--- config.mk ---
export PLATFORM = sky130hd
export DESIGN_NAME = awsc_exec
export DESIGN_NICKNAME = d
export VERILOG_FILES = /design/src/rtl/awsc_pkg.sv /design/src/rtl/awsc_exec.sv
export SDC_FILE = /design/constraint.sdc
export NUM_CORES = 1
export LEC_CHECK = 0
export BUFFER_PORTS_ARGS = -buffer_cell sky130_fd_sc_hd__clkbuf_2
export CORE_MARGIN = 8
export CORE_UTILIZATION = 35
export DETAILED_ROUTE_END_ITERATION = 10
export SLEW_MARGIN = 40
export SYNTH_ARGS = -nofsm -noshare
export SYNTH_HDL_FRONTEND = slang
export SYNTH_SLANG_ARGS = --single-unit
--- constraint.sdc ---
create_clock -name clk -period 5.63 [get_ports clk]
set_clock_uncertainty 0.2 [all_clocks]
set_input_delay 0.563 -clock clk [delete_from_list [all_inputs] [get_ports clk]]
set_output_delay 0.563 -clock clk [all_outputs]
set_load 0.05 [all_outputs]
--- src/rtl/awsc_pkg.sv ---
// Summary of operation
// - code CEh starts 48-bit multiple forced-commit write
// - forced-commit write flushes media before error-free ending status
// - multiple write interrupts once per block of sectors
// - sector data moves as ordered 16-bit words
// - 48-bit count from two bytes, zero means 65536
// - 48-bit start address assembled from six address bytes
// - 48-bit error leaves first failing address readable
// - codes 30h and 31h both start sector write
// - 28-bit count of zero means 256 sectors
// - address-mode bit picks CHS or 28-bit LBA
// - uncorrectable error stops write at failing sector
// - count register ends holding sectors not written
// - address registers end holding last transferred sector
// - error bits fixed, only IDN and ABT may set
// - status BSY down to ERR, completion values fixed
package awsc_pkg;
	// task-file register indices on the plain register port
	localparam logic [3:0]  REG_DATA      = 4'h0;
	localparam logic [3:0]  REG_FEAT_ERR  = 4'h1;
	localparam logic [3:0]  REG_COUNT     = 4'h2;
	localparam logic [3:0]  REG_ADDR0     = 4'h3;
	localparam logic [3:0]  REG_ADDR1     = 4'h4;
	localparam logic [3:0]  REG_ADDR2     = 4'h5;
	localparam logic [3:0]  REG_DRIVE     = 4'h6;
	localparam logic [3:0]  REG_CMD_STAT  = 4'h7;
	localparam logic [3:0]  REG_DEVCTL    = 4'h8;
	// command codes
	localparam logic [7:0]  CMD_WR_MULTI_FUA = 8'hCE;
	localparam logic [7:0]  CMD_WR_SECT      = 8'h30;
	localparam logic [7:0]  CMD_RETRY_MASK   = 8'hFE;
	// field positions
	localparam int          DEVCTL_HOB_BIT = 7;
	localparam int          DRIVE_LBA_BIT  = 6;
	localparam int          ERR_IDN_BIT    = 4;
	localparam int          ERR_ABT_BIT    = 2;
	localparam logic [7:0]  ERR_LEGAL_MASK = 8'h14;
	localparam int          ST_BSY_BIT     = 7;
	localparam int          ST_DRQ_BIT     = 3;
	localparam int          ST_ERR_BIT     = 0;
	// fixed status bits: RDY and DSC set, DF COR IDX clear
	localparam logic [7:0]  STATUS_FIXED   = 8'h50;
	// sector counts for a zero count field
	localparam logic [16:0] COUNT48_ZERO   = 17'h1_0000;
	localparam logic [16:0] COUNT28_ZERO   = 17'h0_0100;
	localparam logic [16:0] COUNT_ONE      = 17'h0_0001;
	localparam logic [7:0]  BYTE_ZERO      = 8'h00;
	localparam logic [7:0]  BYTE_ONE       = 8'h01;
	localparam logic [3:0]  NIBBLE_ONE     = 4'h1;
	localparam logic [15:0] WORD_ONE       = 16'h0001;
	localparam logic [47:0] LBA_ONE        = 48'h0000_0000_0001;
	localparam logic [19:0] LBA28_PAD      = 20'h0_0000;
	// execution phases
	typedef enum logic [1:0] {
		AWSC_IDLE,
		AWSC_XFER,
		AWSC_COMMIT,
		AWSC_FLUSH
	} awsc_phase_t;
endpackage
--- src/rtl/awsc_exec.sv ---
`timescale 1ns/1ps
`default_nettype none
module awsc_exec #(
	parameter int         WORDS_PER_SECTOR = 256,  // 16-bit words per sector
	parameter logic [7:0] SECT_PER_TRACK   = 8'h3F, // CHS geometry, sectors
	parameter logic [3:0] HEAD_LAST        = 4'hF   // CHS geometry, last head
) (
	// clock and reset
	input  wire logic        clk,
	input  wire logic        sys_rst,
	// register port
	input  wire logic [3:0]  reg_addr,
	input  wire logic [15:0] reg_wdata,
	input  wire logic        reg_wr,
	input  wire logic        reg_rd,
	output logic      [15:0] reg_rdata,
	// media side
	output logic             media_word_valid,
	output logic      [15:0] media_word_data,
	output logic      [47:0] media_lba,
	output logic             media_commit,
	input  wire logic        media_done,
	input  wire logic        media_fail,
	input  wire logic        media_idnf,
	output logic             media_flush,
	input  wire logic        media_flush_done,
	// configuration and host event
	input  wire logic [7:0]  multi_blk_size,
	output logic             intrq
);
	//----------------------------------------
	// state
	//----------------------------------------
	typedef struct packed {
		logic [7:0]          cnt_cur;   // count, current byte
		logic [7:0]          cnt_prev;  // count, previous byte
		logic [7:0]          a0_cur;    // address byte 0
		logic [7:0]          a0_prev;
		logic [7:0]          a1_cur;    // address byte 1
		logic [7:0]          a1_prev;
		logic [7:0]          a2_cur;    // address byte 2
		logic [7:0]          a2_prev;
		logic [7:0]          drive;     // drive select and upper address
		logic                high_byte_select;       // high_byte_select
		logic                err_idn;
		logic                err_abt;
		logic                st_err;
		logic                bsy;
		logic                drq;
		logic                irq;
		awsc_pkg::awsc_phase_t phase;
		logic                ext;       // 48-bit command running
		logic                lba_mode;  // 28-bit command in LBA form
		logic [47:0]         lba;       // working address
		logic [16:0]         remain;    // sectors not yet written
		logic [15:0]         word_cnt;  // words into this sector
		logic [7:0]          blk_cnt;   // sectors into this block
		logic [15:0]         rdata;
		logic                mw_valid;
		logic [15:0]         mw_data;
	} awsc_state_t;

	localparam awsc_state_t STATE_RESET = '0;
	localparam logic [15:0] WORD_LAST = 16'(WORDS_PER_SECTOR - 1);

	awsc_state_t s;
	awsc_state_t next_s;

	//----------------------------------------
	// helpers
	//----------------------------------------
	// step to the following sector; CHS walks sector, head, cylinder
	function automatic logic [47:0] step_addr(input logic [47:0] a, input logic chs);
		logic [47:0] r;
		r = a + awsc_pkg::LBA_ONE;
		if (chs)
		begin
			r = a;
			if (a[7:0] == SECT_PER_TRACK)
			begin
				r[7:0] = awsc_pkg::BYTE_ONE;
				if (a[27:24] == HEAD_LAST)
				begin
					r[27:24] = 4'h0;
					r[23:8]  = a[23:8] + awsc_pkg::WORD_ONE;
				end
				else
					r[27:24] = a[27:24] + awsc_pkg::NIBBLE_ONE;
			end
			else
				r[7:0] = a[7:0] + awsc_pkg::BYTE_ONE;
		end
		return r;
	endfunction

	// end of command: copy back address and leftover count, post status
	function automatic awsc_state_t finish(input awsc_state_t t);
		awsc_state_t r;
		r = t;
		r.a0_cur   = t.lba[7:0];
		r.a1_cur   = t.lba[15:8];
		r.a2_cur   = t.lba[23:16];
		r.cnt_cur  = t.remain[7:0];
		r.cnt_prev = t.remain[15:8];
		if (t.ext)
		begin
			r.a0_prev = t.lba[31:24];
			r.a1_prev = t.lba[39:32];
			r.a2_prev = t.lba[47:40];
		end
		else
			r.drive[3:0] = t.lba[27:24];
		r.bsy   = 1'b0;
		r.drq   = 1'b0;
		r.irq   = 1'b1;
		r.phase = awsc_pkg::AWSC_IDLE;
		return r;
	endfunction

	//----------------------------------------
	// next state
	//----------------------------------------
	always_comb
	begin
		next_s = s;
		next_s.mw_valid = 1'b0;
		// register reads answer one cycle later
		if (reg_rd)
		begin
			unique case (reg_addr)
				awsc_pkg::REG_DATA:     next_s.rdata = 16'h0000;
				awsc_pkg::REG_FEAT_ERR: next_s.rdata = {11'h000, s.err_idn, 1'b0, s.err_abt, 2'b00};
				awsc_pkg::REG_COUNT:    next_s.rdata = {8'h00, s.high_byte_select ? s.cnt_prev : s.cnt_cur};
				awsc_pkg::REG_ADDR0:    next_s.rdata = {8'h00, s.high_byte_select ? s.a0_prev : s.a0_cur};
				awsc_pkg::REG_ADDR1:    next_s.rdata = {8'h00, s.high_byte_select ? s.a1_prev : s.a1_cur};
				awsc_pkg::REG_ADDR2:    next_s.rdata = {8'h00, s.high_byte_select ? s.a2_prev : s.a2_cur};
				awsc_pkg::REG_DRIVE:    next_s.rdata = {8'h00, s.drive};
				awsc_pkg::REG_CMD_STAT:
				begin
					// reading status acknowledges the interrupt
					next_s.rdata = {8'h00, awsc_pkg::STATUS_FIXED | {s.bsy, 3'b000, s.drq, 2'b00, s.st_err}};
					next_s.irq   = 1'b0;
				end
				default:                next_s.rdata = 16'h0000; // unmapped reads zero
			endcase
		end
		// task-file writes are refused while busy or moving data
		if (reg_wr && s.phase == awsc_pkg::AWSC_IDLE)
		begin
			unique case (reg_addr)
				awsc_pkg::REG_COUNT:
				begin
					next_s.cnt_prev = s.cnt_cur;
					next_s.cnt_cur  = reg_wdata[7:0];
					next_s.high_byte_select      = 1'b0;
				end
				awsc_pkg::REG_ADDR0:
				begin
					next_s.a0_prev = s.a0_cur;
					next_s.a0_cur  = reg_wdata[7:0];
					next_s.high_byte_select     = 1'b0;
				end
				awsc_pkg::REG_ADDR1:
				begin
					next_s.a1_prev = s.a1_cur;
					next_s.a1_cur  = reg_wdata[7:0];
					next_s.high_byte_select     = 1'b0;
				end
				awsc_pkg::REG_ADDR2:
				begin
					next_s.a2_prev = s.a2_cur;
					next_s.a2_cur  = reg_wdata[7:0];
					next_s.high_byte_select     = 1'b0;
				end
				awsc_pkg::REG_DRIVE:  next_s.drive = reg_wdata[7:0];
				awsc_pkg::REG_DEVCTL: next_s.high_byte_select   = reg_wdata[awsc_pkg::DEVCTL_HOB_BIT];
				awsc_pkg::REG_CMD_STAT:
				begin
					next_s.err_idn  = 1'b0;
					next_s.err_abt  = 1'b0;
					next_s.st_err   = 1'b0;
					next_s.word_cnt = 16'h0000;
					next_s.blk_cnt  = 8'h00;
					if (reg_wdata[7:0] == awsc_pkg::CMD_WR_MULTI_FUA)
					begin
						next_s.ext    = 1'b1;
						next_s.remain = ({s.cnt_prev, s.cnt_cur} == 16'h0000) ?
							awsc_pkg::COUNT48_ZERO : {1'b0, s.cnt_prev, s.cnt_cur};
						next_s.lba    = {s.a2_prev, s.a1_prev, s.a0_prev, s.a2_cur, s.a1_cur, s.a0_cur};
						next_s.phase  = awsc_pkg::AWSC_XFER;
						next_s.drq    = 1'b1;
					end
					else if ((reg_wdata[7:0] & awsc_pkg::CMD_RETRY_MASK) == awsc_pkg::CMD_WR_SECT)
					begin
						next_s.ext      = 1'b0;
						next_s.lba_mode = s.drive[awsc_pkg::DRIVE_LBA_BIT];
						next_s.remain   = (s.cnt_cur == awsc_pkg::BYTE_ZERO) ?
							awsc_pkg::COUNT28_ZERO : {9'h000, s.cnt_cur};
						next_s.lba      = {awsc_pkg::LBA28_PAD, s.drive[3:0], s.a2_cur, s.a1_cur, s.a0_cur};
						next_s.phase    = awsc_pkg::AWSC_XFER;
						next_s.drq      = 1'b1;
					end
					else
					begin
						// any other code is aborted at once
						next_s.err_abt = 1'b1;
						next_s.st_err  = 1'b1;
						next_s.irq     = 1'b1;
					end
				end
				default: ; // data and feature writes have no effect here
			endcase
		end
		unique case (s.phase)
			awsc_pkg::AWSC_IDLE: ;
			awsc_pkg::AWSC_XFER:
			begin
				// each host word goes straight to the media in order
				if (reg_wr && reg_addr == awsc_pkg::REG_DATA)
				begin
					next_s.mw_valid = 1'b1;
					next_s.mw_data  = reg_wdata;
					next_s.word_cnt = s.word_cnt + awsc_pkg::WORD_ONE;
					if (s.word_cnt == WORD_LAST)
					begin
						next_s.word_cnt = 16'h0000;
						next_s.drq      = 1'b0;
						next_s.bsy      = 1'b1;
						next_s.phase    = awsc_pkg::AWSC_COMMIT;
					end
				end
			end
			awsc_pkg::AWSC_COMMIT:
			begin
				if (media_done)
				begin
					if (media_fail || media_idnf)
					begin
						// stop at the failing sector; its address stays
						next_s.err_idn = media_idnf;
						next_s.err_abt = media_fail;
						next_s.st_err  = 1'b1;
						next_s = finish(next_s);
					end
					else if (s.remain == awsc_pkg::COUNT_ONE)
					begin
						next_s.remain = 17'h0_0000;
						if (s.ext)
							next_s.phase = awsc_pkg::AWSC_FLUSH;
						else
							next_s = finish(next_s);
					end
					else
					begin
						next_s.remain  = s.remain - awsc_pkg::COUNT_ONE;
						next_s.lba     = step_addr(s.lba, !s.ext && !s.lba_mode);
						next_s.blk_cnt = s.blk_cnt + awsc_pkg::BYTE_ONE;
						next_s.bsy     = 1'b0;
						next_s.drq     = 1'b1;
						next_s.phase   = awsc_pkg::AWSC_XFER;
						// a block size of zero or one acts per sector
						if (!s.ext || next_s.blk_cnt >= multi_blk_size)
						begin
							next_s.blk_cnt = 8'h00;
							next_s.irq     = 1'b1;
						end
					end
				end
			end
			awsc_pkg::AWSC_FLUSH:
			begin
				// ending status waits until cached data is on the media
				if (media_flush_done)
					next_s = finish(next_s);
			end
		endcase
	end

	//----------------------------------------
	// registers
	//----------------------------------------
	always_ff @(posedge clk)
	begin
		if (sys_rst)
			s <= STATE_RESET;
		else
			s <= next_s;
	end

	// outputs
	assign reg_rdata        = s.rdata;
	assign media_word_valid = s.mw_valid;
	assign media_word_data  = s.mw_data;
	assign media_lba        = s.lba;
	assign media_commit     = (s.phase == awsc_pkg::AWSC_COMMIT);
	assign media_flush      = (s.phase == awsc_pkg::AWSC_FLUSH);
	assign intrq            = s.irq;

	wire cmd_wr  = reg_wr && reg_addr == awsc_pkg::REG_CMD_STAT && s.phase == awsc_pkg::AWSC_IDLE;
	wire good_ok = media_done && !media_fail && !media_idnf && media_commit;
endmodule
`default_nettype wire

==> results.cfg, run 1 <==
[sta]
whs_ns = 0.130
hold_viol = 0
final.setup.tns_ns = 0
fin_crit_sh_pct = 63.4
worst_pin_slew_ns = 0.847
rsz0062_at_grt = false
finalSetupViolations = 0
clock.fmax_mhz = 280
drv_slew = 0
relSlewSlack_pct = 43.5
finalCriticalPeriod_ns = 3.57

[drt]
routedWlPerCell_microns = 21.9
drt-total-wl_microns = 41800
ant_nets = 0
dr.pass1.iters = 6
viasPerCell = 6.03
drt_iter0_drc = 1360
drc = 0
vias = 11500

[synthesis]
yosys_warnings = 0
syn_inst = 1481
synth-edff-count = 0
synth_cell_types = 84
synthAdderAreaFrac_pct = 1.58
synth_xor_area_share_pct = 2.87
synth-simple-area-share_pct = 23.8
syn_area_sq_mm = 0.0119
synth_ff_type = dfxtp_1
synthMuxAreaShare_pct = 4.68
avgSynthCellArea_sq_um = 8.02
synth_top_family_by_area = compound AO/OA/AOI/OAI gates
yosysSeqAreaShare_pct = 33.2
ys_ff_latch = 197
synthArstFlopShare_pct = 0
synth_compound_gate_area_share_pct = 24.0

[setup_path]
worstReg2RegStart = s[125]
cp.required_ns = 5.81
crit_arrival_ns = 3.75
crit_start = s[125]
rr_endpoint = s[146]
ff2ff_path_depth = 8
start_kind = register
cp-end-kind = register
r2r_setup_slack_ns = 2.06
critPathMaxFanout = 33
crit_end = s[146]
crit_type = reg2reg

[clock_tree]
clk_pin_slew_ns = 0.07
cts.path.max_buffers = 2
h-tree-depth = 4
ctsResizeCount = 0
cts_buffers = 17
clk_latency_ns = 0.46
cts-root-buf = clkbuf_16
cts.sinks = 197
post_cts_buffers = 0
cts_hold_buf = 0
cts_tree = done

[global_routing]
grt_antenna_before_repair = 1
grt_pass1_wl_microns = 64900
gr-total-overflow = 0
grt_max_degree = 84
gr-usage-all-layers_pct = 20.0
grt_pass1_vias = 10700

[die]
die_h_microns = 200
pin_count = 120
rows = 67
die_w_microns = 200
start_util_pct = 35.5
die_area_sq_mm = 0.0401
coreArea_sq_mm = 0.0334

[final_layout]
area_delta_synth_final_pct = 7.50
final_core_util_pct = 38.2
mostFrequentLayoutCells = dfxtp_1 (197), nor2_1 (163), nand2_1 (163), clkbuf_2 (110), a21oi_1 (82)
multiInputGateArea_sq_mm = 0.00688
drive_gt1_share_pct = 15.9
final_common_cell = dfxtp_1
regArea_sq_mm = 0.00394
nets = 1500
num_antenna_cells = 0
n_fill_cell = 3452

[pwr]
powerDensity_mw_per_mm2 = 218
p_leak_nw = 4.59
power_mw = 2.79
vdd_drop_max_mv = 0.195

[status]
status = completed

[run]
cap_violations = 0

[hold_path]
hold_path_class = in2reg

[placement]
numPortBuffers = 111
place.gp.congestion = 0.891
hpwlAfterDp_microns = 29600
## power breakdown
part           switching, mW  total, mW  internal [mW]
sequential           0.00864       1.41           1.40
combinational         0.0961      0.130         0.0342
clock                  0.615       1.25          0.636
## stage by stage
step | instances | setup WS [ns] | cell area (sq um)
final | 1909 | 2.06 | 12800
after global routing | 1909 | 1.87 | 12800
after CTS | 1909 | 2.11 | 12800
after detailed placement | 1878 | 2.05 | 12200
after global placement | 1876 | 1.95 | 12100
after floorplan | 1488 | 2.97 | 11900
## Yosys cell counts (all sizes together) (26+ instances only)
master	instances	area share [%]
nor2	165	5.3
a21oi	84	3.6
a22oi	30	1.9
buf	108	6.5
a311oi	35	2.6
mux2i	33	2.8
o21ai	35	1.6
a221oi	26	2.0
a211oi	29	1.8
nand3	59	2.5
nor3	38	1.6
clkbuf	81	2.6
dfxtp	197	33
nand2	164	5.2
## cell families (layout without fill, tap and decap cells)
group / Yosys count / after routing
AO/OA/AOI/OAI: 387 / 387
adder cells (fa/ha/maj): 15 / 15
buffers and inverters: 212 / 185
multiplexers: 53 / 53
XOR/XNOR: 39 / 39
AND/OR/NAND/NOR: 577 / 577
flip-flops: 197 / 197
other: 1 / 8
## state kept, by name (all words and copies together), names as in the netlist
name,flops
media_word_valid,1
intrq,1
media_lba,48
media_word_data,16
s,123
reg_rdata,8
## routing by layer
metal	routed length (microns)	global-route usage (%)	up-vias
met5	56	0	-
met1	18400	27.8	5488
met2	18100	29.8	601
met3	3910	4.50	80
met4	1300	7.36	2
li1	-	-	5332
## final cells by class
class                   instances  area share (%)
clock inverters                13            1.10
flip-flops and latches        197            30.9
well taps                     448            4.39
clock buffers                  18            3.44
multi-input cells            1079            53.9
inverters                      23           0.676
repair buffers                131            5.63
## worst min-delay path by stage
stage | cells after the start | endpoint | slack, ns | start
final | 3 | media_word_data[12] | 0.13 | reg_wdata[12]
after global routing | 3 | media_word_data[9] | 0.13 | reg_wdata[9]
after CTS | 3 | media_word_data[9] | 0.12 | reg_wdata[9]
after detailed placement | 2 | media_word_data[12] | 0.25 | media_word_data[12]
after global placement | 2 | media_word_data[5] | 0.24 | media_word_data[5]
after floorplan | 2 | media_word_data[0] | 0.23 | media_word_data[0]
## worst max-delay path: stages, from the launching register on
cell and delay (ns):
dfxtp_1 0.71, nor3b_2 0.10, buf_4 0.27, nand2_1 0.51, a21o_2 0.68, buf_4 0.41
a22oi_1 0.15, or2_2 0.30, a21oi_1 0.13
(Power assumes the default switching activity.)
==> run 2, diff against run 1 <==
ABC_AREA = 1   (was unset)
clock period = 3.1 ns   (was 5.63 ns; I/O delays follow)
==> results.cfg, run 2 <==
[synthesis]
synth_ff_type = dfxtp_1
synth-simple-area-share_pct = 36.4
synth_top_family_by_area = simple AND/OR/NAND/NOR gates
synthMuxAreaShare_pct = 0.0832
synth_most_common_cell = nand2_1
synth_compound_gate_area_share_pct = 17.3
synth-edff-count = 0
yosysSeqAreaShare_pct = 29.1
post-synth-top-area-cell = dfxtp_1
syn_area_sq_mm = 0.0135
synthTopCellsByArea = dfxtp_1 (29%), nand2_1 (19%), o21ai_0 (7.8%)
netlist_top_cells_count = nand2_1 (669), nor2_1 (279), inv_1 (212), o21ai_0 (212), dfxtp_1 (197)
yosys_warnings = 0
synth_xor_area_share_pct = 1.55
synthAdderAreaFrac_pct = 1.39
syn_inst = 2268
ys_ff_latch = 197
synth_top_area_share_pct = 29.1
synth_cell_types = 47
avgSynthCellArea_sq_um = 5.97
synthArstFlopShare_pct = 0

[sta]
worst_pin_slew_ns = 0.739
whs_ns = 0.0422
final.setup.tns_ns = 0
rsz0062_at_grt = false
fin_crit_sh_pct = 90.5
clock.fmax_mhz = 356
hold_viol = 0
drv_slew = 0
worst_slack_ns = 0.294
relSlewSlack_pct = 50.5
finalCriticalPeriod_ns = 2.81
finalSetupViolations = 0

[drt]
ant_nets = 0
viasPerCell = 5.23
drc = 0
vias = 14700
drt_iter0_drc = 1248
routedWlPerCell_microns = 18.3
dr.pass1.iters = 6
drt-total-wl_microns = 51600

[setup_path]
start_kind = register
crit_chain = ha_1 > nand2_1 > nor2_4 > nand2_1 > inv_1 > nand3_1 > nor2_1 > inv_1 > nand2_1 > buf_4 > inv_2 > a21oi_1 > a21oi_1
cp-end-kind = register
critPathMaxFanout = 23
slowest_stage = dfxtp_1
cp_slowest_stage_delay_ns = 0.49
cpMostUsedCell = nand2_1
cp.required_ns = 3.25
crit_type = reg2reg
crit_arrival_ns = 2.96

[hold_path]
hold_path_class = in2reg

[global_routing]
grtUsageMet1_pct = 29.1
gr-total-overflow = 0
grt_antenna_before_repair = 2
use_met3_pct = 3.86
grt_pass1_wl_microns = 79100
grt_use_met2_pct = 36.0
grt_max_degree = 77
gr-usage-all-layers_pct = 22.4
grt_pass1_vias = 13700
top_usage_layer = met2

[placement]
preCtsSetupSlack_ns = 0.355
place.gp.congestion = 0.973
dpl-instance-area_sq_mm = 0.0141
place_inst = 2777
hpwlAfterDp_microns = 39100
numPortBuffers = 111

[die]
start_util_pct = 35.3
pin_count = 120
die_area_sq_mm = 0.0452
rows = 72
die_w_microns = 213
die_h_microns = 213
coreArea_sq_mm = 0.0384

[pwr]
power_mw = 5.28
powerDensity_mw_per_mm2 = 355
vdd_drop_max_mv = 0.386
p_leak_nw = 6.13

[final_layout]
final_cell_count_no_fill = 2819
mostFrequentLayoutCells = nand2_1 (669), nor2_1 (278), o21ai_0 (212), inv_1 (211), dfxtp_1 (197)
regMostFlops = s
nets = 2338
n_fill_cell = 4268
fin_area_sq_mm = 0.0149
drive_gt1_share_pct = 10.3
area_delta_synth_final_pct = 9.98
final_core_util_pct = 38.8
largest_reg_flops = 123
final_common_cell = nand2_1

[clock_tree]
clk_pin_slew_ns = 0.09
cts_buffers = 17
h-tree-depth = 4
cts-root-buf = clkbuf_16
post_cts_buffers = 0
cts.path.max_buffers = 2
cts_tree = done
cts.sinks = 197
clk_latency_ns = 0.47

[status]
status = completed

[run]
cap_violations = 0
run 2: final cells by class:
cell class | count | area (sq um) | area share, %
Antenna cell | 1 | 2.50 | 0.0168
Tap cell | 518 | 648 | 4.35
Clock inverter | 15 | 220 | 1.48
Timing Repair Buffer | 169 | 1070 | 7.19
Sequential cell | 197 | 3940 | 26.5
Inverter | 227 | 853 | 5.73
Clock buffer | 17 | 425 | 2.86
Multi-Input combinational cell | 1675 | 7720 | 51.9
run 2: logic make-up (layout without fill, tap and decap cells):
logic type | count (synthesis) | after routing
flip-flops | 197 | 197
XOR/XNOR | 24 | 24
buffers and inverters | 403 | 428
AND/OR/NAND/NOR | 1183 | 1183
adder cells (fa/ha/maj) | 15 | 15
multiplexers | 1 | 1
AO/OA/AOI/OAI | 444 | 444
other | 1 | 9
run 2: path summary, 6_finish.rpt:
path	from	end	slack [ns]	depth (start not counted)
setup / recovery	media_lba[1]	media_lba[13]	0.29	13
setup reg to reg	media_lba[1]	media_lba[13]	0.29	13
hold / removal	media_idnf	s[131]	0.04	3
hold reg to reg	reg_rdata[2]	reg_rdata[2]	0.28	2
run 2: worst max-delay path: cells and delay by family (launching register included):
family | cells | cell delay [ns]
buffers and inverters | 4 | 0.64
flip-flops | 1 | 0.49
AO/OA/AOI/OAI | 2 | 0.21
adder cells (fa/ha/maj) | 1 | 0.35
AND/OR/NAND/NOR | 6 | 0.81
run 2: power breakdown:
part / internal [mW] / switching, mW / total (mW)
clock: 1.19 / 1.27 / 2.46
combinational: 0.0757 / 0.197 / 0.272
sequential: 2.54 / 0.0108 / 2.55
total: 3.81 / 1.47 / 5.28
run 2: what timing repair did:
item	in CTS	in global routing
gates resized for setup	0	0
hold buffers	9	0
endpoints found under the hold margin	16	0
run 2: metal layers:
layer / wire (microns) / vias to the layer above
li1: - / 7298
met1: 22500 / 6734
met2: 23100 / 610
met3: 3670 / 93
met4: 2330 / 2
met5: 13 / -
==> run 3, diff against run 2 <==
MAX_ROUTING_LAYER = met4   (was unset)
PLACE_DENSITY = 0.65   (was unset)
==> results.cfg, run 3 (synthesis gave the netlist of run 2 again) <==
[sta]
rsz0062_at_grt = false
final.setup.tns_ns = 0
finalCriticalPeriod_ns = 2.81
worst_pin_slew_ns = 0.743
clock.fmax_mhz = 355
finalSetupViolations = 0
drv_slew = 0
hold_viol = 0
whs_ns = 0.0161
relSlewSlack_pct = 50.4
worst_slack_ns = 0.285
fin_crit_sh_pct = 90.8

[setup_path]
crit_arrival_ns = 2.96
crit_buf_inv = 3
rr_endpoint = s[33]
critPathMaxFanout = 9
cp_slowest_stage_delay_ns = 0.40
start_kind = register
slowest_stage = dfxtp_1
ff2ff_path_depth = 16
cp.required_ns = 3.24
cp-end-kind = register
crit_chain = inv_1 > nor3_1 > nand4_1 > nor2_1 > nand2_1 > nand2_1 > inv_1 > ha_1 > nand2_1 > nor2_1 > nand4_1 > nand4_1 > buf_4 > nor2_1 > nor3_1 > nor2_1
critPathTopFamily = simple AND/OR/NAND/NOR gates
cpMostUsedCell = nor2_1
crit_type = reg2reg
r2r_setup_slack_ns = 0.29
worstReg2RegStart = s[35]

[clock_tree]
cts_tree = done
cts_buffers = 17
clk_pin_slew_ns = 0.08
cts-root-buf = clkbuf_16
ctsResizeCount = 0
cts.sinks = 197
h-tree-depth = 4
clk_latency_ns = 0.45
cts.path.max_buffers = 2

[final_layout]
final_cell_count_no_fill = 2823
multiInputGateArea_sq_mm = 0.00772
regArea_sq_mm = 0.00394
final_common_cell = nand2_1
regMostFlops = s
area_delta_synth_final_pct = 10.2
final_core_util_pct = 38.9
fin_area_sq_mm = 0.0149
n_fill_cell = 4207
mostFrequentLayoutCells = nand2_1 (669), nor2_1 (279), o21ai_0 (212), inv_1 (211), dfxtp_1 (197)
nets = 2341
drive_gt1_share_pct = 10.3
largest_reg_flops = 123

[drt]
viasPerCell = 5.26
drc = 0
routedWlPerCell_microns = 18.3
drt_iter0_drc = 1370
dr.pass1.iters = 6
vias = 14800
drt-total-wl_microns = 51700
ant_nets = 0

[placement]
place.gp.congestion = 1.01
place_inst = 2779
preCtsSetupSlack_ns = 0.174
dpl-instance-area_sq_mm = 0.0142
numPortBuffers = 111
hpwlAfterDp_microns = 38900

[run]
cap_violations = 0

[global_routing]
grt_pass1_vias = 14100
use_met3_pct = 3.41
grt_pass1_wl_microns = 80400
grtUsageMet1_pct = 29.3
gr-usage-all-layers_pct = 23.3
gr-total-overflow = 0
grt_max_degree = 96
grt_use_met2_pct = 37.1
top_usage_layer = met2
grt_antenna_before_repair = 2

[die]
coreArea_sq_mm = 0.0384
die_area_sq_mm = 0.0452
die_h_microns = 213
start_util_pct = 35.3
die_w_microns = 213
rows = 72
pin_count = 120

[pwr]
p_leak_nw = 6.14
vdd_drop_max_mv = 0.366
power_mw = 5.36
powerDensity_mw_per_mm2 = 359

[status]
status = completed

[hold_path]
hp-start = media_idnf
whs_endpoint = s[131]
worstHoldPathCells = 3
hold_path_class = in2reg
run 3: cell type report:
type                            count  share of cell area, %
Clock buffer                       17                   2.85
Clock inverter                     15                   1.54
Sequential cell                   197                   26.4
Multi-Input combinational cell   1675                   51.8
Inverter                          227                   5.72
Timing Repair Buffer              172                   7.30
Antenna cell                        2                 0.0336
Tap cell                          518                   4.35
run 3: where the power goes:
part | leakage [nW] | switching [mW] | internal [mW]
combinational | 4.24 | 0.198 | 0.0739
sequential | 1.59 | 0.0111 | 2.54
clock | 0.318 | 1.21 | 1.33
total | 6.14 | 1.42 | 3.94
run 3: timing repair:
item                       CTS  global route
hold buffers                 9             0
setup endpoints to repair    0             9
setup buffers                0             1
hold endpoints to repair    14             0
run 3: tightest hold or removal path: cells and delay by family:
family	cells	cell delay [ns]
compound gates	1	0.08
buf+inv	1	0.09
simple gates	1	0.13
run 3: per-layer routing:
metal / routed length, microns / vias to the layer above
met3: 3930 / 105
met1: 22000 / 6778
met5: 0 / -
met2: 23600 / 672
met4: 2140 / 0
li1: - / 7293
run 3: worst max path at each step:
stage,start,to,slack [ns],cells past startpoint
floorplan,s[35],s[34],0.62,14
global placement,s[35],s[34],0.17,14
detailed placement,s[35],s[34],0.17,14
CTS,s[35],s[34],0.14,14
global route,s[35],s[33],0.08,16
finish,s[35],s[33],0.29,16
